===== config.mk =====
export PLATFORM = sky130hd
export DESIGN_NAME = wire_bus_port
export DESIGN_NICKNAME = d
export VERILOG_FILES = /design/src/pkg/wire_bus_pkg.sv /design/src/wire_bus_port.sv
export VERILOG_INCLUDE_DIRS = /design/src /design/src/pkg
export SDC_FILE = /design/constraint.sdc
export NUM_CORES = 1
export LEC_CHECK = 0
export ABC_AREA = 1
export BUFFER_PORTS_ARGS = -buffer_cell sky130_fd_sc_hd__buf_2
export CORE_UTILIZATION = 61
export DETAILED_ROUTE_END_ITERATION = 12
export GPL_TIMING_DRIVEN = 0
export PLACE_DENSITY_LB_ADDON = 0.08
export SETUP_SLACK_MARGIN = 0.15
export SLEW_MARGIN = 20
export SYNTH_ARGS = -nofsm -noshare
export SYNTH_HDL_FRONTEND = slang
export SYNTH_SLANG_ARGS = --single-unit

===== constraint.sdc =====
create_clock -name clk_i -period 4.4 [get_ports clk_i]
set_clock_uncertainty 0.05 [all_clocks]
set_input_delay 0.22 -clock clk_i [delete_from_list [all_inputs] [get_ports clk_i]]
set_output_delay 0.22 -clock clk_i [all_outputs]
set_load 0.01 [all_outputs]

===== src/pkg/wire_bus_cfg.svh =====
// Register indices, field positions and timing counts of the wire port.
`ifndef WIRE_BUS_CFG_SVH
`define WIRE_BUS_CFG_SVH
// ----------------------------------------------------------------------
// What this block does
// (RULE1) Set bit mismatch flag when the wire differs from a sent push bit.
// (RULE2) Bit mismatch flag never requests an interrupt in wire mode.
// (RULE3) Set noise flag when pull field samples disagree.
// (RULE4) Halt bit plus wait mode stops serial clock; otherwise clock runs.
// (RULE5) Mode enable selects wire behaviour; clear means normal serial use. Here clear only holds the sequencer idle so no field starts.
// (RULE6) Delay select 00..11 delays reception by 1..4 sixteenths of a slot.
// (RULE7) Two slots per bit, delay unit is one slot over sixteen.
// (RULE8) Receiver active flag is high only while a character is received.
// (RULE9) Valid pull word reads 0101 in bits 7..4, 1 in bit 0.
// (RULE10) A failed pull field reads back as all ones.
// (RULE11) Pull bits are assembled least significant bit first.
// (RULE12) Push sends data bits 4..0 first, then address bits 7..5.
// (RULE13) Data reads return receive register; writes load transmit register.
// (RULE14) Status read then data read clears only flags seen at status read.
// (RULE15) Tick is clock over divisor, 16 per slot; zero divisor stops it.
// (RULE16) Receive interrupt enable requests interrupt while receive full.
// (RULE17) Mismatch and noise flags hold until the clearing sequence.
// ----------------------------------------------------------------------
// Register indices; the byte address is four times the index.
`define IDX_BAUD     8'hc0
`define IDX_MODE     8'hc2
`define IDX_CTRL     8'hc3
`define IDX_STAT1    8'hc4
`define IDX_STAT2    8'hc5
`define IDX_DATA     8'hc7
`define IDX_IRQ_ST   8'hd0
`define IDX_IRQ_CLR  8'hd1
`define IDX_IRQ_EN   8'hd2
// Field positions.
`define S2_HALT      7
`define S2_MIE       6
`define S2_DLY_HI    5
`define S2_DLY_LO    4
`define S2_RAF       0
`define S1_RECEIVE_FULL_FLAG      5
`define S1_BITERR    3
`define S1_NOISE     2
`define C2_RIE       5
`define C2_TE        3
`define C2_RE        2
`define IRQ_PUSH     0
`define IRQ_PULL     1
`define IRQ_NOISE    2
// Timing in ticks of sixteen per slot.
`define TICK_LAST    4'hf
`define TICK_SAMPLE  4'h8
`define SYNC_TICKS   4'h1
`define DRIVE_LAG    4'h1  // Registered drive shows on the wire a clock late.
`define BIT_LAST     3'h7
// Receive word pattern.
`define PULL_MASK    8'hf1
`define PULL_PAT     8'h51
`define PULL_ERR     8'hff
`endif


===== src/pkg/wire_bus_pkg.sv =====
// Types shared by the single-wire bus port.
package wire_bus_pkg;
  typedef enum logic [1:0] {
    ST_IDLE = 2'b00,
    ST_PUSH = 2'b01,
    ST_PULL = 2'b10
  } wire_state_t;

  typedef struct packed {
    logic receive_full_flag;
    logic bit_err;
    logic noise;
  } rx_flags_t;

  typedef struct packed {
    logic       halt;
    logic       wire_mode_enable;
    logic [1:0] dly;
  } mode_t;
endpackage : wire_bus_pkg


===== src/wire_bus_port.sv =====
// Single-wire bus engine with its Wishbone register file.
`timescale 1ns/1ps
`default_nettype none
`include "wire_bus_cfg.svh"
module wire_bus_port
  import wire_bus_pkg::*;
#(
  parameter int DIV_W = 13
) (
  input  wire logic        clk_i,       // System clock, also tick source.
  input  wire logic        rst_i,       // Synchronous reset, active high.
  input  wire logic [11:0] adr_i,       // Wishbone byte address.
  input  wire logic [31:0] dat_i,       // Wishbone write data.
  output logic      [31:0] dat_o,       // Wishbone read data.
  input  wire logic        we_i,        // Write enable.
  input  wire logic [3:0]  sel_i,       // Byte lane selects.
  input  wire logic        cyc_i,       // Bus cycle.
  input  wire logic        stb_i,       // Strobe.
  output logic             ack_o,       // Acknowledge.
  input  wire logic        wait_mode_i, // Chip is in wait mode.
  input  wire logic        wire_i,      // Level seen on the bus wire.
  output logic             wire_o,      // Drive value, always dominant.
  output logic             wire_oe_o,   // High while pulling wire low.
  output logic             irq_o        // Level interrupt request.
);

  // --------------------------------------------------------------------
  // Storage
  // --------------------------------------------------------------------
  logic [DIV_W-1:0] baud_q;
  logic [DIV_W-1:0] div_cnt_q;
  mode_t            mode_q;
  logic             rie_q;
  logic             te_q;
  logic             re_q;
  logic [7:0]       tx_data_q;
  logic [7:0]       rx_data_q;
  logic [7:0]       shift_q;
  rx_flags_t        flags_q;
  rx_flags_t        snap_q;
  logic             armed_q;
  logic [2:0]       irq_st_q;
  logic [2:0]       irq_en_q;
  logic             ack_q;
  logic [31:0]      dat_q;
  wire_state_t      state_q;
  logic [3:0]       tick_cnt_q;
  logic             slot_q;
  logic [2:0]       bit_q;
  logic [2:0]       samp_q;
  logic             err_q;
  logic             oe_q;
  logic             raf_q;
  logic             irq_q;

  // --------------------------------------------------------------------
  // Bus decode
  // --------------------------------------------------------------------
  logic       acc;
  logic       wr;
  logic       rd;
  logic [7:0] idx;

  // A request is taken once; ack_q masks the cycle in which it is given.
  assign acc = cyc_i & stb_i & ~ack_q;
  assign wr  = acc & we_i;
  assign rd  = acc & ~we_i;
  assign idx = adr_i[9:2];

  // Majority of three samples, used for the pull bit value.
  function automatic logic major3(input logic [2:0] s);
    major3 = (s[0] & s[1]) | (s[0] & s[2]) | (s[1] & s[2]);
  endfunction : major3

  // --------------------------------------------------------------------
  // Tick and slot timing
  // --------------------------------------------------------------------
  logic       halt_now;
  logic       tick;
  logic       slot_end;
  logic       start;
  logic       push_lvl;
  logic [3:0] samp_at;
  logic       pull_bit_end;
  logic       pull_done;
  logic       push_done;
  logic       mis_hit;
  logic       noise_hit;
  logic [7:0] rx_word;

  assign halt_now = mode_q.halt & wait_mode_i; // RULE4
  assign tick = (baud_q != '0) && !halt_now &&
                (div_cnt_q == baud_q - 1'b1); // RULE15
  assign slot_end = tick && (tick_cnt_q == `TICK_LAST); // RULE7
  assign start = wr && sel_i[0] && (idx == `IDX_DATA) &&
                 mode_q.wire_mode_enable && te_q && (state_q == ST_IDLE); // RULE5
  // Biphase: first slot carries the inverse, second slot the bit.
  assign push_lvl = slot_q ? tx_data_q[bit_q] : ~tx_data_q[bit_q];
  assign samp_at = `SYNC_TICKS + `DRIVE_LAG + {2'b00, mode_q.dly}; // RULE6
  assign pull_bit_end = (state_q == ST_PULL) && slot_end && slot_q;
  assign pull_done = pull_bit_end && (bit_q == `BIT_LAST);
  assign push_done = (state_q == ST_PUSH) && slot_end && slot_q &&
                     (bit_q == `BIT_LAST);
  assign mis_hit = (state_q == ST_PUSH) && tick &&
                   (tick_cnt_q == `TICK_SAMPLE) &&
                   (wire_i != push_lvl); // RULE1
  assign noise_hit = pull_bit_end && (samp_q != 3'b000) &&
                     (samp_q != 3'b111); // RULE3
  assign rx_word = {major3(samp_q), shift_q[7:1]}; // RULE11

  // Baud divider; a start realigns it so a field begins on a slot edge.
  always_ff @(posedge clk_i) begin
    if (rst_i || start || baud_q == '0) begin
      div_cnt_q <= '0;
    end else if (halt_now) begin
      div_cnt_q <= div_cnt_q; // RULE4
    end else if (tick) begin
      div_cnt_q <= '0;
    end else begin
      div_cnt_q <= div_cnt_q + 1'b1;
    end
  end

  // Sixteen ticks make one slot.
  always_ff @(posedge clk_i) begin
    if (rst_i || start) begin
      tick_cnt_q <= '0;
    end else if (tick) begin
      tick_cnt_q <= tick_cnt_q + 1'b1;
    end
  end

  // --------------------------------------------------------------------
  // Field sequencer
  // --------------------------------------------------------------------
  always_ff @(posedge clk_i) begin
    if (rst_i) begin
      state_q <= ST_IDLE;
      slot_q  <= 1'b0;
      bit_q   <= '0;
    end else if (!mode_q.wire_mode_enable) begin
      state_q <= ST_IDLE; // RULE5
      slot_q  <= 1'b0;
      bit_q   <= '0;
    end else begin
      case (state_q)
        ST_IDLE: begin
          if (start) begin
            state_q <= ST_PUSH;
            slot_q  <= 1'b0;
            bit_q   <= '0;
          end
        end
        ST_PUSH: begin
          if (slot_end) begin
            slot_q <= ~slot_q;
            if (slot_q) begin
              bit_q <= bit_q + 1'b1; // RULE12
              if (bit_q == `BIT_LAST) begin
                state_q <= re_q ? ST_PULL : ST_IDLE;
              end
            end
          end
        end
        ST_PULL: begin
          if (slot_end) begin
            slot_q <= ~slot_q;
            if (slot_q) begin
              bit_q <= bit_q + 1'b1;
              if (bit_q == `BIT_LAST) begin
                state_q <= ST_IDLE;
              end
            end
          end
        end
        default: begin
          state_q <= ST_IDLE;
        end
      endcase
    end
  end

  // Line drive: push levels, then a one-tick sync low at each pull bit.
  always_ff @(posedge clk_i) begin
    if (rst_i) begin
      oe_q <= 1'b0;
    end else if (state_q == ST_PUSH) begin
      oe_q <= ~push_lvl;
    end else if (state_q == ST_PULL) begin
      oe_q <= ~slot_q && (tick_cnt_q < `SYNC_TICKS);
    end else begin
      oe_q <= 1'b0;
    end
  end

  // Receiver active for the whole pull field only.
  always_ff @(posedge clk_i) begin
    if (rst_i) begin
      raf_q <= 1'b0;
    end else begin
      raf_q <= (state_q == ST_PULL) && !pull_done; // RULE8
    end
  end

  // Three samples per pull bit, starting after the selected delay.
  always_ff @(posedge clk_i) begin
    if (rst_i) begin
      samp_q <= '0;
    end else if (state_q == ST_PULL && tick && !slot_q &&
                 tick_cnt_q >= samp_at &&
                 tick_cnt_q < samp_at + 4'h3) begin
      samp_q <= {samp_q[1:0], wire_i}; // RULE6
    end
  end

  // Shift in LSB first; a failed field reads as all ones.
  always_ff @(posedge clk_i) begin
    if (rst_i) begin
      shift_q   <= '0;
      err_q     <= 1'b0;
      rx_data_q <= '0;
    end else if (start) begin
      err_q <= 1'b0;
    end else if (pull_bit_end) begin
      shift_q <= rx_word; // RULE11
      if (noise_hit) begin
        err_q <= 1'b1;
      end
      if (pull_done) begin
        if (err_q || noise_hit ||
            (rx_word & `PULL_MASK) != `PULL_PAT) begin // RULE9
          rx_data_q <= `PULL_ERR; // RULE10
        end else begin
          rx_data_q <= rx_word; // RULE9
        end
      end
    end
  end

  // --------------------------------------------------------------------
  // Status flags and clearing sequence
  // --------------------------------------------------------------------
  logic      clr_seq;
  rx_flags_t set_f;

  assign clr_seq = rd && (idx == `IDX_DATA) && armed_q; // RULE14
  assign set_f   = '{receive_full_flag: pull_done, bit_err: mis_hit, noise: noise_hit};

  // Snapshot at the status read; only those bits may clear later.
  always_ff @(posedge clk_i) begin
    if (rst_i) begin
      snap_q  <= '0;
      armed_q <= 1'b0;
    end else if (rd && idx == `IDX_STAT1) begin
      snap_q  <= flags_q; // RULE14
      armed_q <= 1'b1;
    end else if (clr_seq) begin
      armed_q <= 1'b0;
    end
  end

  // New events win over the clear in the same cycle.
  always_ff @(posedge clk_i) begin
    if (rst_i) begin
      flags_q <= '0;
    end else if (clr_seq) begin
      flags_q <= (flags_q & ~snap_q) | set_f; // RULE14 RULE17
    end else begin
      flags_q <= flags_q | set_f; // RULE17
    end
  end

  // --------------------------------------------------------------------
  // Register writes
  // --------------------------------------------------------------------
  always_ff @(posedge clk_i) begin
    if (rst_i) begin
      baud_q    <= '0;
      mode_q    <= '0;
      rie_q     <= 1'b0;
      te_q      <= 1'b0;
      re_q      <= 1'b0;
      tx_data_q <= '0;
    end else if (wr) begin
      if (idx == `IDX_BAUD) begin
        if (sel_i[0]) begin
          baud_q[7:0] <= dat_i[7:0];
        end
        if (sel_i[1]) begin
          baud_q[DIV_W-1:8] <= dat_i[DIV_W-1:8];
        end
      end else if (idx == `IDX_MODE && sel_i[0]) begin
        mode_q.halt <= dat_i[`S2_HALT];
        mode_q.wire_mode_enable  <= dat_i[`S2_MIE];
        mode_q.dly  <= dat_i[`S2_DLY_HI:`S2_DLY_LO];
      end else if (idx == `IDX_CTRL && sel_i[0]) begin
        rie_q <= dat_i[`C2_RIE];
        te_q  <= dat_i[`C2_TE];
        re_q  <= dat_i[`C2_RE];
      end else if (idx == `IDX_DATA && sel_i[0] && state_q == ST_IDLE) begin
        tx_data_q <= dat_i[7:0]; // RULE13
      end
    end
  end

  // --------------------------------------------------------------------
  // Interrupts
  // --------------------------------------------------------------------
  logic [2:0] irq_set;
  logic [2:0] irq_clr;

  assign irq_set = {noise_hit, pull_done, push_done};
  assign irq_clr = (wr && sel_i[0] && idx == `IDX_IRQ_CLR) ?
                   dat_i[2:0] : 3'b000;

  // Sticky event bits; a set in the clear cycle survives.
  always_ff @(posedge clk_i) begin
    if (rst_i) begin
      irq_st_q <= '0;
      irq_en_q <= '0;
    end else begin
      irq_st_q <= (irq_st_q & ~irq_clr) | irq_set;
      if (wr && sel_i[0] && idx == `IDX_IRQ_EN) begin
        irq_en_q <= dat_i[2:0];
      end
    end
  end

  // Mismatch is deliberately absent here so it can never interrupt.
  always_ff @(posedge clk_i) begin
    if (rst_i) begin
      irq_q <= 1'b0;
    end else begin
      irq_q <= (|(irq_st_q & irq_en_q)) ||
               (rie_q && flags_q.receive_full_flag); // RULE2 RULE16
    end
  end

  // --------------------------------------------------------------------
  // Register reads and acknowledge
  // --------------------------------------------------------------------
  logic [31:0] rdata;

  always_comb begin
    rdata = '0;
    if (idx == `IDX_BAUD) begin
      rdata[DIV_W-1:0] = baud_q;
    end else if (idx == `IDX_MODE || idx == `IDX_STAT2) begin
      rdata[`S2_HALT] = mode_q.halt;
      rdata[`S2_MIE]  = mode_q.wire_mode_enable;
      rdata[`S2_DLY_HI:`S2_DLY_LO] = mode_q.dly;
      rdata[`S2_RAF]  = (idx == `IDX_STAT2) && raf_q; // RULE8
    end else if (idx == `IDX_CTRL) begin
      rdata[`C2_RIE] = rie_q;
      rdata[`C2_TE]  = te_q;
      rdata[`C2_RE]  = re_q;
    end else if (idx == `IDX_STAT1) begin
      rdata[`S1_RECEIVE_FULL_FLAG]   = flags_q.receive_full_flag;
      rdata[`S1_BITERR] = flags_q.bit_err;
      rdata[`S1_NOISE]  = flags_q.noise;
    end else if (idx == `IDX_DATA) begin
      rdata[7:0] = rx_data_q; // RULE13
    end else if (idx == `IDX_IRQ_ST) begin
      rdata[2:0] = irq_st_q;
    end else if (idx == `IDX_IRQ_EN) begin
      rdata[2:0] = irq_en_q;
    end
  end

  // One-cycle ack one edge after the request; unmapped reads give zero.
  always_ff @(posedge clk_i) begin
    if (rst_i) begin
      ack_q <= 1'b0;
      dat_q <= '0;
    end else begin
      ack_q <= acc;
      if (rd) begin
        dat_q <= rdata;
      end
    end
  end

  assign dat_o     = dat_q;
  assign ack_o     = ack_q;
  assign wire_oe_o = oe_q;
  assign irq_o     = irq_q;

  // The drive value is constant; only the enable moves the wire.
  always_ff @(posedge clk_i) begin
    if (rst_i) begin
      wire_o <= 1'b0;
    end else begin
      wire_o <= 1'b0;
    end
  end

endmodule : wire_bus_port
`default_nettype wire


# --- Word level (Yosys, flattened, before mapping) ---
# Cells that the tools add are included.
word_totals:
  word_cells: 209
  out_inout_bits: 36
  register_bits: 101
  input_bits: 55
op_classes:
  n_eq_ne: 27
  bitwise_logic: 28
  n_lt_le_gt_ge: 4
  muxes: 46
  reduce_logical: 66
  n_addsub: 6
ops:
  columns: ["op", "n"]
  rows:
  - ["$eq A8 B8 Y1 const B", 9]
  - ["$logic_and A1 B1 Y1", 36]
  - ["$mux W2", 14]
  - ["$mux W3", 9]
  - ["$mux W8", 2]
  - ["$reduce_and A3 Y1", 5]
  - ["$ne A2 B2 Y1 const B", 7]
  - ["$add A13 B1 Y13 const B", 1]
  - ["$eq A13 B13 Y1", 1]
  - ["$logic_not A13 Y1", 1]
  - ["$mux W1", 13]
  - ["$mux W13", 1]
  - ["$reduce_bool A13 Y1", 1]
  - ["$sub A13 B1 Y13 const B", 1]
  - ["$mux W5", 2]
  - ["$not A1 Y1", 10]
  - ["$and A3 B3 Y3", 3]
  - ["$or A3 B3 Y3", 3]
  - ["$and A1 B1 Y1", 8]
  - ["$eq A4 B4 Y1 const B", 2]
  - ["$reduce_and A4 Y1", 2]
  - ["$reduce_and A7 Y1", 1]
  - ["$logic_or A1 B1 Y1", 6]
  - ["$not A3 Y3", 2]
  - ["29 further kinds", 37]

# --- Logic depth before layout (Yosys ltp) ---
# Gate-level depths: netlist of run 1.
depth:
  depth_word: 12
  ltp_mapped: 19
  ltp_nobuf: 19

# --- Worst setup path after synthesis of run 1 ---
# No wires, ideal clock.
synth_timing:
  kind: "register to register"
  start: "register baud_q[0]"
  end: "register shift_q[6]"
  required_ps: 4233
  stages_incl_launch_ff: 17
  synth_period_minus_slack_ps: 2235
  path_slack_ps: 2165
  t_arrival_ps: 2069
  path_buffers: 1
  setup_time_ps: 117
  cell_sequence: "dfxtp_1 -> inv_2 -> ha_1 -> nand3_4 -> nor2_2 -> nand2_1 -> nand3b_1 -> nand2_1 -> nor2_4 -> nand3_4 -> nor2_4 -> nand2_4 -> nor2_8 -> nand2_4 -> buf_6 -> o21ai_1 -> a21oi_1"
synth_between:
  elab_chain_len: 7
  word_cells_on_any_way: 9
  cone_classes: "add/sub (1); eq/ne (1); reduce/logical (7)"
synth_lines:
  columns: ["element", "line_no", "text"]
  rows:
  - ["start: declaration", "wire_bus_port.sv:30", "logic [DIV_W-1:0] baud_q;"]
  - ["start signal: assignment", "wire_bus_port.sv:287", "baud_q[7:0] <= dat_i[7:0];"]
  - ["start signal: indexed assignment", "wire_bus_port.sv:290", "baud_q[DIV_W-1:8] <= dat_i[DIV_W-1:8];"]
  - ["$sub A13 B1 Y13 or $reduce_bool A13 Y1 (tied branches)", "wire_bus_port.sv:93, wire_bus_port.sv:92", null]
  - ["$eq A13 B13 Y1 or $logic_and A1 B1 Y1 (tied branches)", "wire_bus_port.sv:93, wire_bus_port.sv:92", null]
  - ["$logic_and A1 B1 Y1 *", "wire_bus_port.sv:92", "assign tick = (baud_q != '0) && !halt_now &&"]
  - ["$logic_and A1 B1 Y1 *", "wire_bus_port.sv:94", "assign slot_end = tick && (tick_cnt_q == `TICK_LAST);"]
  - ["$logic_and A1 B1 Y1 * (2 in a row)", "wire_bus_port.sv:100", "assign pull_bit_end = (state_q == ST_PULL) && slot_end && slot_q;"]
  - ["$reduce_and A2 Y1 (no source line) *", null, null]
  - ["end signal: assignment", "wire_bus_port.sv:225", "shift_q <= rx_word;"]
  - ["end: declaration", "wire_bus_port.sv:38", "logic [7:0] shift_q;"]
# Every way passes the cells marked *; elsewhere a longest branch is shown, timed or not.
# A chain may end at the register's enable or synchronous reset.

# --- Final worst setup path of run 1 ---
layout_timing:
  start: "register baud_q[0]"
  end: "register rx_data_q[2]"
layout_between:
  elab_chain_len: 11
  word_cells_on_any_way: 15
  cone_classes: "add/sub (1); eq/ne (1); mux (1); reduce/logical (12)"
layout_lines:
  columns: ["element", "line_no", "text"]
  rows:
  - ["$sub A13 B1 Y13 or $reduce_bool A13 Y1 (tied branches)", "wire_bus_port.sv:93, wire_bus_port.sv:92", null]
  - ["$eq A13 B13 Y1 or $logic_and A1 B1 Y1 (tied branches)", "wire_bus_port.sv:93, wire_bus_port.sv:92", null]
  - ["$logic_and A1 B1 Y1 *", "wire_bus_port.sv:92", null]
  - ["$logic_and A1 B1 Y1 *", "wire_bus_port.sv:94", null]
  - ["$logic_and A1 B1 Y1 * (2 in a row)", "wire_bus_port.sv:100", null]
  - ["$logic_and A1 B1 Y1 (2 in a row)", "wire_bus_port.sv:107", "assign noise_hit = pull_bit_end && (samp_q != 3'b000) &&"]
  - ["$logic_or A1 B1 Y1", "wire_bus_port.sv:230", "if (err_q || noise_hit ||"]
  - ["$logic_or A1 B1 Y1 (no source line)", null, null]
  - ["$mux W8", "wire_bus_port.sv:230", null]
  - ["end signal: assignment", "wire_bus_port.sv:232", "rx_data_q <= `PULL_ERR;"]
  - ["end signal: assignment", "wire_bus_port.sv:234", "rx_data_q <= rx_word;"]
  - ["end: declaration", "wire_bus_port.sv:37", "logic [7:0] rx_data_q;"]
# Marks and branches as above.

==> results of run 1 <==
==> kinds of logic after synthesis <==
kind of cell               synth area share
other                              0.000682
muxes                               0.00205
AOI/OAI and AO/OA                     0.164
adders and majority gates            0.0432
buffers and inverters                 0.114
DFF                                   0.364
xor gates and xnor gates             0.0253
and+or+nand+nor                       0.287
==> synthesized netlist by cell type (all sizes together), types with 2 or more instances <==
master | number | area, um2
nor3b | 5 | 37.5
nor4 | 5 | 37.5
nand3b | 4 | 33.8
o211ai | 3 | 22.5
xnor2 | 6 | 52.6
xor2 | 9 | 86.3
dfxtp | 100 | 2000
nor2 | 89 | 439
a21oi | 79 | 410
a211oi | 8 | 60.1
clkbuf | 11 | 41.3
ha | 19 | 238
o21ai | 66 | 338
inv | 106 | 400
o22ai | 2 | 12.5
nand3 | 36 | 205
buf | 26 | 185
nand4 | 10 | 77.6
nor3 | 19 | 100
o221ai | 2 | 17.5
nand2 | 155 | 634
==> worst min path at each step <==
stage	slack, ns	to	startpoint	cells after the start
3_3_place_gp	0.39	snap_q[1]$_SDFFE_PP0P_	snap_q[1]$_SDFFE_PP0P_	2
3_5_place_dp	0.39	snap_q[1]$_SDFFE_PP0P_	snap_q[1]$_SDFFE_PP0P_	2
2_1_floorplan	0.31	baud_q[10]$_SDFFE_PP0P_	dat_i[10]	2
5_1_grt	0.03	baud_q[12]$_SDFFE_PP0P_	dat_i[12]	3
4_1_cts	0.02	baud_q[8]$_SDFFE_PP0P_	dat_i[8]	3
6_report	0.02	baud_q[8]$_SDFFE_PP0P_	dat_i[8]	3
==> routing by layer <==
metal / track usage / vias up / share of wire
met5: 0 / - / 0
met4: 0.0930 / 0 / 0.019
met3: 0.0499 / 24 / 0.056
met2: 0.502 / 151 / 0.48
met1: 0.376 / 2307 / 0.45
li1: - / 2619 / -
==> worst min-delay path: cells and delay by family <==
kind	cells	cell delay, ns
buf+inv	1	0.07
simple gates	2	0.12
==> cell type report <==
| cell class | instances | share of cell area |
|---|---|---|
| clock buffers | 9 | 0.0202 |
| multi-input cells | 545 | 0.480 |
| well taps | 108 | 0.0220 |
| inverters | 106 | 0.0652 |
| clock inverters | 7 | 0.0128 |
| flip-flops and latches | 100 | 0.326 |
| plain buffers | 37 | 0.0369 |
| repair buffers | 45 | 0.0367 |
==> report_power, final <==
| group | internal [mW] | leakage [nW] | switching [mW] |
|---|---|---|---|
| sequential | 0.908 | 0.806 | 0.00190 |
| combinational | 0.0326 | 1.82 | 0.0551 |
| clock | 0.224 | 0.101 | 0.368 |
==> registers in the layout, indices dropped and copies added (netlist names), 4 cells and up <==
name,cells
mode_q,4
div_cnt_q,13
shift_q,7
dat_o,13
baud_q,13
tick_cnt_q,4
rx_data_q,8
tx_data_q,8
==> placed cells by master (no fill, tap or decap), drive strengths merged, types with 2 or more instances in the layout <==
| cell type | Yosys | routed |
|---|---|---|
| ha | 19 | 19 |
| clkbuf | 11 | 20 |
| nand2 | 155 | 155 |
| clkinv | 0 | 5 |
| dfxtp | 100 | 100 |
| nor3 | 19 | 19 |
| inv | 106 | 108 |
| o211ai | 3 | 3 |
| o21ai | 66 | 66 |
| nor3b | 5 | 5 |
| xor2 | 9 | 9 |
| conb | 1 | 20 |
| a211oi | 8 | 8 |
| xnor2 | 6 | 6 |
| nand3b | 4 | 4 |
| a21oi | 79 | 79 |
| nor4 | 5 | 5 |
| nor2 | 89 | 89 |
| buf | 26 | 71 |
| nand3 | 36 | 36 |
| o22ai | 2 | 2 |
| o221ai | 2 | 2 |
| nand4 | 10 | 10 |
==> impl_metrics.json, run 1 <==
{
  "synth_edf_count": 0,
  "netlist_area_um2": 5500,
  "dpl_cell_area_um2": 5930,
  "cp_num_buf_inv": 1,
  "ys.flop_type": "dfxtp_1",
  "powerDensity_nw_per_um2": 259,
  "hold_buffers": 0,
  "antenna_found_initial": 0,
  "yosys_warnings": 0,
  "wl_per_cell_um": 14.0,
  "fin_crit_ns": 2.70,
  "endpoint": "rx_data_q[2]$_SDFFE_PP0P_",
  "status": "completed",
  "netlist_instances": 769,
  "finalNonFillerCells": 957,
  "num_rows": 34,
  "insertion_delay_ns": 0.38,
  "start_kind": "flip-flop",
  "end_kind": "flip-flop",
  "overflow": 0,
  "rsz0062_at_grt": "false",
  "ys_types": 50,
  "cp_top_family": "simple AND/OR/NAND/NOR gates",
  "min_path_type": "in2reg",
  "cts_sinks": 100,
  "max-clock-path-buffers": 2,
  "drt_pass1_iterations": 5,
  "cp-startpoint": "baud_q[0]$_SDFFE_PP0P_",
  "cts-resized-gates": 0,
  "regToRegStartpoint": "baud_q[0]$_SDFFE_PP0P_",
  "grt_max_degree": 21,
  "cts_root_buf": "clkbuf_8",
  "layout_setup_ws_ns": 1.70,
  "worstMarginPinSlew_ns": 0.784,
  "antenna_left": 0,
  "cts_tree": "yes",
  "drtIter0Drc": 357,
  "yosysSeqAreaShare": 0.364,
  "syn_area_per_cell_um2": 7.15,
  "peakVddDrop_v": 0.000161,
  "fillerInstances": 777,
  "cap_viol_max_count": 0,
  "core_area_um2": 8720,
  "dp_hpwl_um": 10500,
  "clock.fmax_mhz": 370,
  "die-area_um2": 9400,
  "grt_use_total": 0.293,
  "critical_path_class": "reg2reg",
  "start_util": 0.631,
  "nets": 918,
  "dp_slack_ns": 1.70,
  "numCtsBuffers": 9,
  "crit_arrival_ns": 2.93,
  "rr_worst_depth": 13,
  "r2r_end": "rx_data_q[2]$_SDFFE_PP0P_",
  "ios": 91,
  "crit_chain": "inv_2 -> ha_1 -> nand3_4 -> nor2_2 -> nand2_1 -> nand3b_1 -> nand2_1 -> nor2_4 -> nand3_4 -> nor3_2 -> nand4_4 -> nor2_4 -> a21oi_1",
  "critPathMaxStageDelay_ns": 0.34,
  "finalSetupTns_ns": 0,
  "die_x_um": 97.0,
  "grt_pass1_wl_um": 22300,
  "drc": 0,
  "die-height_um": 97.0,
  "clk_pin_slew_ns": 0.12,
  "htreeDepth": 3,
  "cp_max_fo": 9,
  "synth_seq_cells": 100,
  "setup_viol": 0,
  "max_slew_margin": 0.473,
  "period_share": 0.614,
  "crit_cells": 13,
  "async_flop_share": 0,
  "dp.cells": 941,
  "hold_ws_ns": 0.0214,
  "timing.final.max_slew_violations": 0,
  "multi_input_area_um2": 2950,
  "areaGrowthSynthToFinish_pct": 11.6,
  "final_area_um2": 6140,
  "cellLeakagePower_nw": 2.73,
  "total_power_mw": 1.59,
  "fin_util": 0.704,
  "seq_area_um2": 2000,
  "diodes": 0,
  "critPathSlowestCell": "dfxtp_1",
  "cts_setup_buffers": 0,
  "vias": 5101,
  "hold_viol": 0,
  "wl_um": 13400,
  "vias_per_cell": 5.33,
  "r2r_setup_slack_ns": 1.70,
  "layout-drive-gt1-share": 0.164,
  "port_buffers": 45,
  "cp.required_ns": 4.63,
  "place.gp.congestion": 1.02,
  "grt_pass1_vias": 4785
}
No activity file was read; power rests on OpenSTA's default activity.
==> run 2, diff against run 1 <==
- CORE_UTILIZATION: 61 -> 57
- clock period: 4.4 -> 2.7 ns (I/O delays scaled with it)
==> run 2 against run 1 <==
Via count up 2.1%; fmax up 11%; largest cell class unchanged; flip-flop and latch count unchanged; core utilization down 1.8 points; sequential share of layout area down 1.0 points; largest power group unchanged; wire length up 3.2%; highest routed layer unchanged; combinational power up 72%; setup slack worse by 1.4 ns; hold slack worse by 0.018 ns; die area up 6.9%; first-iteration DRC count down 36%.
==> impl_metrics.json, run 2 (synthesized netlist as in run 1, its figures left out) <==
{
  "critPathSlowestCell": "dfxtp_4",
  "wl_per_cell_um": 13.9,
  "core_area_um2": 9280,
  "finalSetupTns_ns": 0,
  "cts_tree": "yes",
  "port_buffers": 45,
  "setup_viol": 0,
  "combPwrFrac": 0.058,
  "critPathMaxStageDelay_ns": 0.38,
  "regToRegStartpoint": "baud_q[1]$_SDFFE_PP0P_",
  "rr_worst_depth": 18,
  "critical_path_class": "reg2reg",
  "p_seq_frac": 0.570,
  "cap_viol_max_count": 0,
  "drtIter0Drc": 230,
  "max-clock-path-buffers": 2,
  "ios": 91,
  "p_switching_mw": 0.700,
  "layout-drive-gt1-share": 0.186,
  "status": "completed",
  "total_power_mw": 2.60,
  "vias": 5207,
  "cp-startpoint": "baud_q[1]$_SDFFE_PP0P_",
  "insertion_delay_ns": 0.39,
  "place.gp.congestion": 0.970,
  "cp_top_family": "simple AND/OR/NAND/NOR gates",
  "period_share": 0.898,
  "netSwitchingFraction": 0.269,
  "nets": 933,
  "fin_crit_ns": 2.43,
  "dpl_cell_area_um2": 5960,
  "clock_power_share": 0.372,
  "timing.final.max_slew_violations": 0,
  "final_cell_mix": "nand2_1, inv_1, dfxtp_1",
  "grt_use_total": 0.285,
  "vias_per_cell": 5.24,
  "min_path_type": "in2reg",
  "powerDensity_nw_per_um2": 408,
  "dp_slack_ns": 0.0674,
  "overflow": 0,
  "cts_sinks": 100,
  "numCtsBuffers": 9,
  "num_rows": 35,
  "cp_max_fo": 6,
  "endpoint": "shift_q[3]$_SDFFE_PP0P_",
  "areaGrowthSynthToFinish_pct": 15.8,
  "r2r_end": "shift_q[3]$_SDFFE_PP0P_",
  "grt_pass1_vias": 4827,
  "crit_arrival_ns": 2.68,
  "drt_pass1_iterations": 5,
  "start_kind": "flip-flop",
  "grt_max_degree": 20,
  "cp.required_ns": 2.95,
  "r2r_setup_slack_ns": 0.27,
  "cts_root_buf": "clkbuf_8",
  "start_util": 0.592,
  "crit_top_cell": "nor2_4",
  "rsz0062_at_grt": "false",
  "final_area_um2": 6370,
  "hold_depth": 3,
  "htreeDepth": 3,
  "p_int_mw": 1.90,
  "grt_pass1_wl_um": 22500,
  "die_x_um": 100,
  "worstMarginPinSlew_ns": 0.749,
  "die-area_um2": 10000,
  "max_slew_margin": 0.496,
  "cp_num_buf_inv": 4,
  "antenna_left": 0,
  "peakVddDrop_v": 0.000284,
  "layout_setup_ws_ns": 0.275,
  "hold_viol": 0,
  "clock.fmax_mhz": 412,
  "crit_chain": "inv_4 -> ha_4 -> nand3_4 -> inv_4 -> nand2_1 -> nand2_2 -> inv_2 -> nor2_4 -> nand2_2 -> nor2_4 -> nand3_4 -> nor2_4 -> nand2_4 -> nor2_8 -> nand2_4 -> buf_8 -> o21ai_2 -> a21oi_1",
  "dp_hpwl_um": 10600,
  "diodes": 0,
  "clk_pin_slew_ns": 0.11,
  "cellLeakagePower_nw": 2.83,
  "antenna_found_initial": 0,
  "die-height_um": 100,
  "crit_cells": 18,
  "fin_util": 0.686,
  "layout_commonest_cell": "nand2_1",
  "wl_um": 13800,
  "end_kind": "flip-flop",
  "drc": 0
}
-- run 2: tightest hold or removal path, stage by stage --
cell      delay (ns)
buf_2           0.11
nor2_1          0.11
a211oi_1        0.05
-- run 2: per-layer routing --
layer | share of wire | vias up | track usage
met2 | 0.48 | 137 | 0.491
li1 | - | 2642 | -
met5 | 0 | - | 0
met1 | 0.45 | 2409 | 0.361
met4 | 0.022 | 0 | 0.108
met3 | 0.047 | 19 | 0.0418
-- run 2: per-stage QoR --
step                instances  hold WS (ns)
floorplan                 788         0.227
CTS                       985       0.00800
global placement          962         0.320
global route              993       0.00695
finish                    993       0.00358
detailed placement        962         0.326
-- run 2: repair_timing --
item                                    CTS  global route
endpoints found under the setup margin   10            24
buffers inserted                          0             7
hold endpoints to repair                  7             0
pin swaps                                 2            12
hold buffers                              7             0
gates cloned                              0             1
gates resized for setup                   5            17
-- run 2: power by group through the flow --
stage | sequential [mW] | combinational (mW) | clock (mW)
final | 1.48 | 0.151 | 0.966
after global placement | 1.52 | 0.138 | 0
after CTS | 1.48 | 0.148 | 0.972
after floorplan | 1.52 | 0.0847 | 0
after global routing | 1.48 | 0.167 | 1.03
after detailed placement | 1.52 | 0.139 | 0
-- run 2: how the worst min path moves through the flow --
stage	start	to	slack, ns
floorplan	dat_i[12]	baud_q[12]$_SDFFE_PP0P_	0.23
global placement	dat_i[12]	baud_q[12]$_SDFFE_PP0P_	0.32
detailed placement	dat_i[10]	baud_q[10]$_SDFFE_PP0P_	0.33
CTS	stb_i	ack_o$_SDFF_PP0_	0.008
global route	wire_i	samp_q[0]$_SDFFE_PP0P_	0.007
finish	wire_i	samp_q[0]$_SDFFE_PP0P_	0.004
-- run 2: final cells by class --
type	count	area, um2
inverter	106	405
timing repair buffer	60	373
fill	846	2910
tap	129	161
buffer	37	230
sequential	100	2010
clock inverter	7	68.8
multi-input combinational	545	3000
clock buffer	9	124
==> run 3, diff against run 2 <==
- CTS_CLUSTER_DIAMETER: unset -> 30
- RECOVER_POWER: unset -> 25
==> run 3 against run 2 <==
Hold slack improved by 0.0017 ns; cell count did not move; wire length fell by 0.18%; fmax rose by 0.17%; flip-flop and latch count did not move; global-route usage did not move; final area fell by 0.39%; total power fell by 0.14%; setup slack improved by 0.0041 ns; clock power barely moved; largest cell class unchanged; highest routed layer unchanged.
==> impl_metrics.json, run 3 (synthesized netlist as in run 1, its figures left out) <==
{
  "hold_viol": 0,
  "numCtsBuffers": 9,
  "crit_chain": "inv_4 -> ha_4 -> nand3_4 -> inv_4 -> nand2_1 -> nand2_2 -> inv_2 -> nor2_4 -> nand2_2 -> nor2_4 -> nand3_4 -> nor2_4 -> nand2_4 -> nor2_8 -> nand2_4 -> buf_8 -> o21ai_2 -> a21oi_1",
  "setup_viol": 0,
  "antenna_found_initial": 0,
  "drt_pass1_iterations": 5,
  "clk_pin_slew_ns": 0.11,
  "max_slew_margin": 0.504,
  "antenna_left": 0,
  "grt_pass1_vias": 4827,
  "crit_arrival_ns": 2.67,
  "start_util": 0.592,
  "regToRegStartpoint": "baud_q[1]$_SDFFE_PP0P_",
  "cap_viol_max_count": 0,
  "hold_start": "wire_i",
  "place.gp.congestion": 0.970,
  "fin_crit_ns": 2.42,
  "timing.final.max_slew_violations": 0,
  "finalNonFillerCells": 993,
  "dp_hpwl_um": 10600,
  "end_kind": "flip-flop",
  "min_path_type": "in2reg",
  "port_buffers": 45,
  "nets": 933,
  "num_rows": 35,
  "hold_depth": 3,
  "worstMarginPinSlew_ns": 0.738,
  "critical_path_class": "reg2reg",
  "cellLeakagePower_nw": 2.76,
  "grt_pass1_wl_um": 22500,
  "final_cell_mix": "nand2_1, inv_1, dfxtp_1",
  "start_kind": "flip-flop",
  "cts_sinks": 100,
  "total_power_mw": 2.60,
  "die_x_um": 100,
  "wl_per_cell_um": 13.8,
  "cp_max_fo": 6,
  "worstHoldEndpoint": "samp_q[0]$_SDFFE_PP0P_",
  "cts_root_buf": "clkbuf_8",
  "dp.cells": 962,
  "critPathSlowestCell": "dfxtp_4",
  "peakVddDrop_v": 0.000287,
  "ios": 91,
  "hold_ws_ns": 0.00529,
  "wl_um": 13800,
  "diodes": 0,
  "r2r_end": "shift_q[3]$_SDFFE_PP0P_",
  "finalSetupTns_ns": 0,
  "cp_top_family": "simple AND/OR/NAND/NOR gates",
  "powerDensity_nw_per_um2": 409,
  "insertion_delay_ns": 0.39,
  "cp_num_buf_inv": 4,
  "rsz0062_at_grt": "false",
  "cts_tree": "yes",
  "cp.required_ns": 2.95,
  "grt_max_degree": 20,
  "layout_commonest_cell": "nand2_1",
  "period_share": 0.897,
  "r2r_setup_slack_ns": 0.28,
  "grt_use_total": 0.285,
  "drc": 0,
  "areaGrowthSynthToFinish_pct": 15.4,
  "layout-drive-gt1-share": 0.164,
  "crit_top_cell": "nor2_4",
  "status": "completed",
  "htreeDepth": 3,
  "overflow": 0,
  "clock.fmax_mhz": 413,
  "core_area_um2": 9280,
  "rr_worst_depth": 18,
  "critPathMaxStageDelay_ns": 0.38,
  "die-area_um2": 10000,
  "die-height_um": 100,
  "vias_per_cell": 5.25,
  "drtIter0Drc": 254,
  "max-clock-path-buffers": 2,
  "vias": 5217
}
run 3: timing repair:
action | CTS | global route
hold buffers | 7 | 0
endpoints found under the setup margin | 10 | 24
buffers inserted | 0 | 7
resized for setup | 5 | 17
pin swaps | 2 | 12
cloned | 0 | 1
hold endpoints to repair | 7 | 0
run 3: tightest hold or removal path, cell delays in order:
cell and delay, ns:
buf_2 0.11, nor2_1 0.11, a211oi_1 0.05
run 3: layout make-up:
cell class | instances | area [um2]
Clock buffer | 9 | 124
Timing Repair Buffer | 60 | 350
Clock inverter | 7 | 68.8
Multi-Input combinational cell | 545 | 3000
Inverter | 106 | 405
Buffer | 37 | 230
Sequential cell | 100 | 2010
Tap cell | 129 | 161
Fill cell | 861 | 2940
run 3: worst max path at each step:
| stage | from | depth (start not counted) | endpoint | slack, ns |
|---|---|---|---|---|
| after floorplan | baud_q[0]$_SDFFE_PP0P_ | 16 | shift_q[6]$_SDFFE_PP0P_ | 0.46 |
| after global placement | baud_q[0]$_SDFFE_PP0P_ | 13 | rx_data_q[2]$_SDFFE_PP0P_ | 0.11 |
| after detailed placement | baud_q[0]$_SDFFE_PP0P_ | 13 | rx_data_q[3]$_SDFFE_PP0P_ | 0.07 |
| after CTS | baud_q[0]$_SDFFE_PP0P_ | 18 | shift_q[6]$_SDFFE_PP0P_ | 0.15 |
| after global routing | baud_q[1]$_SDFFE_PP0P_ | 15 | shift_q[2]$_SDFFE_PP0P_ | 0.11 |
| final | baud_q[1]$_SDFFE_PP0P_ | 18 | shift_q[3]$_SDFFE_PP0P_ | 0.28 |
run 3: metal layers:
metal | part of all wire | track usage | vias up | routed length [um]
li1 | - | - | 2642 | -
met1 | 0.45 | 0.361 | 2423 | 6170
met2 | 0.48 | 0.491 | 129 | 6600
met3 | 0.047 | 0.0418 | 23 | 648
met4 | 0.024 | 0.108 | 0 | 329
met5 | 0 | 0 | - | 0
run 3: per-stage QoR:
step                utilization  setup WS (ns)  instance area, um2
global route              0.684          0.108                6350
detailed placement        0.642         0.0674                5960
finish                    0.684          0.279                6350
CTS                       0.673          0.151                6250
global placement          0.642          0.113                5960
floorplan                     -          0.465                5570
run 3: report_power, final:
part	total, mW	switching [mW]	internal [mW]
Clock	0.965	0.604	0.361
Combinational	0.149	0.0911	0.0583
Sequential	1.48	0.00332	1.48
Total	2.60	0.698	1.90
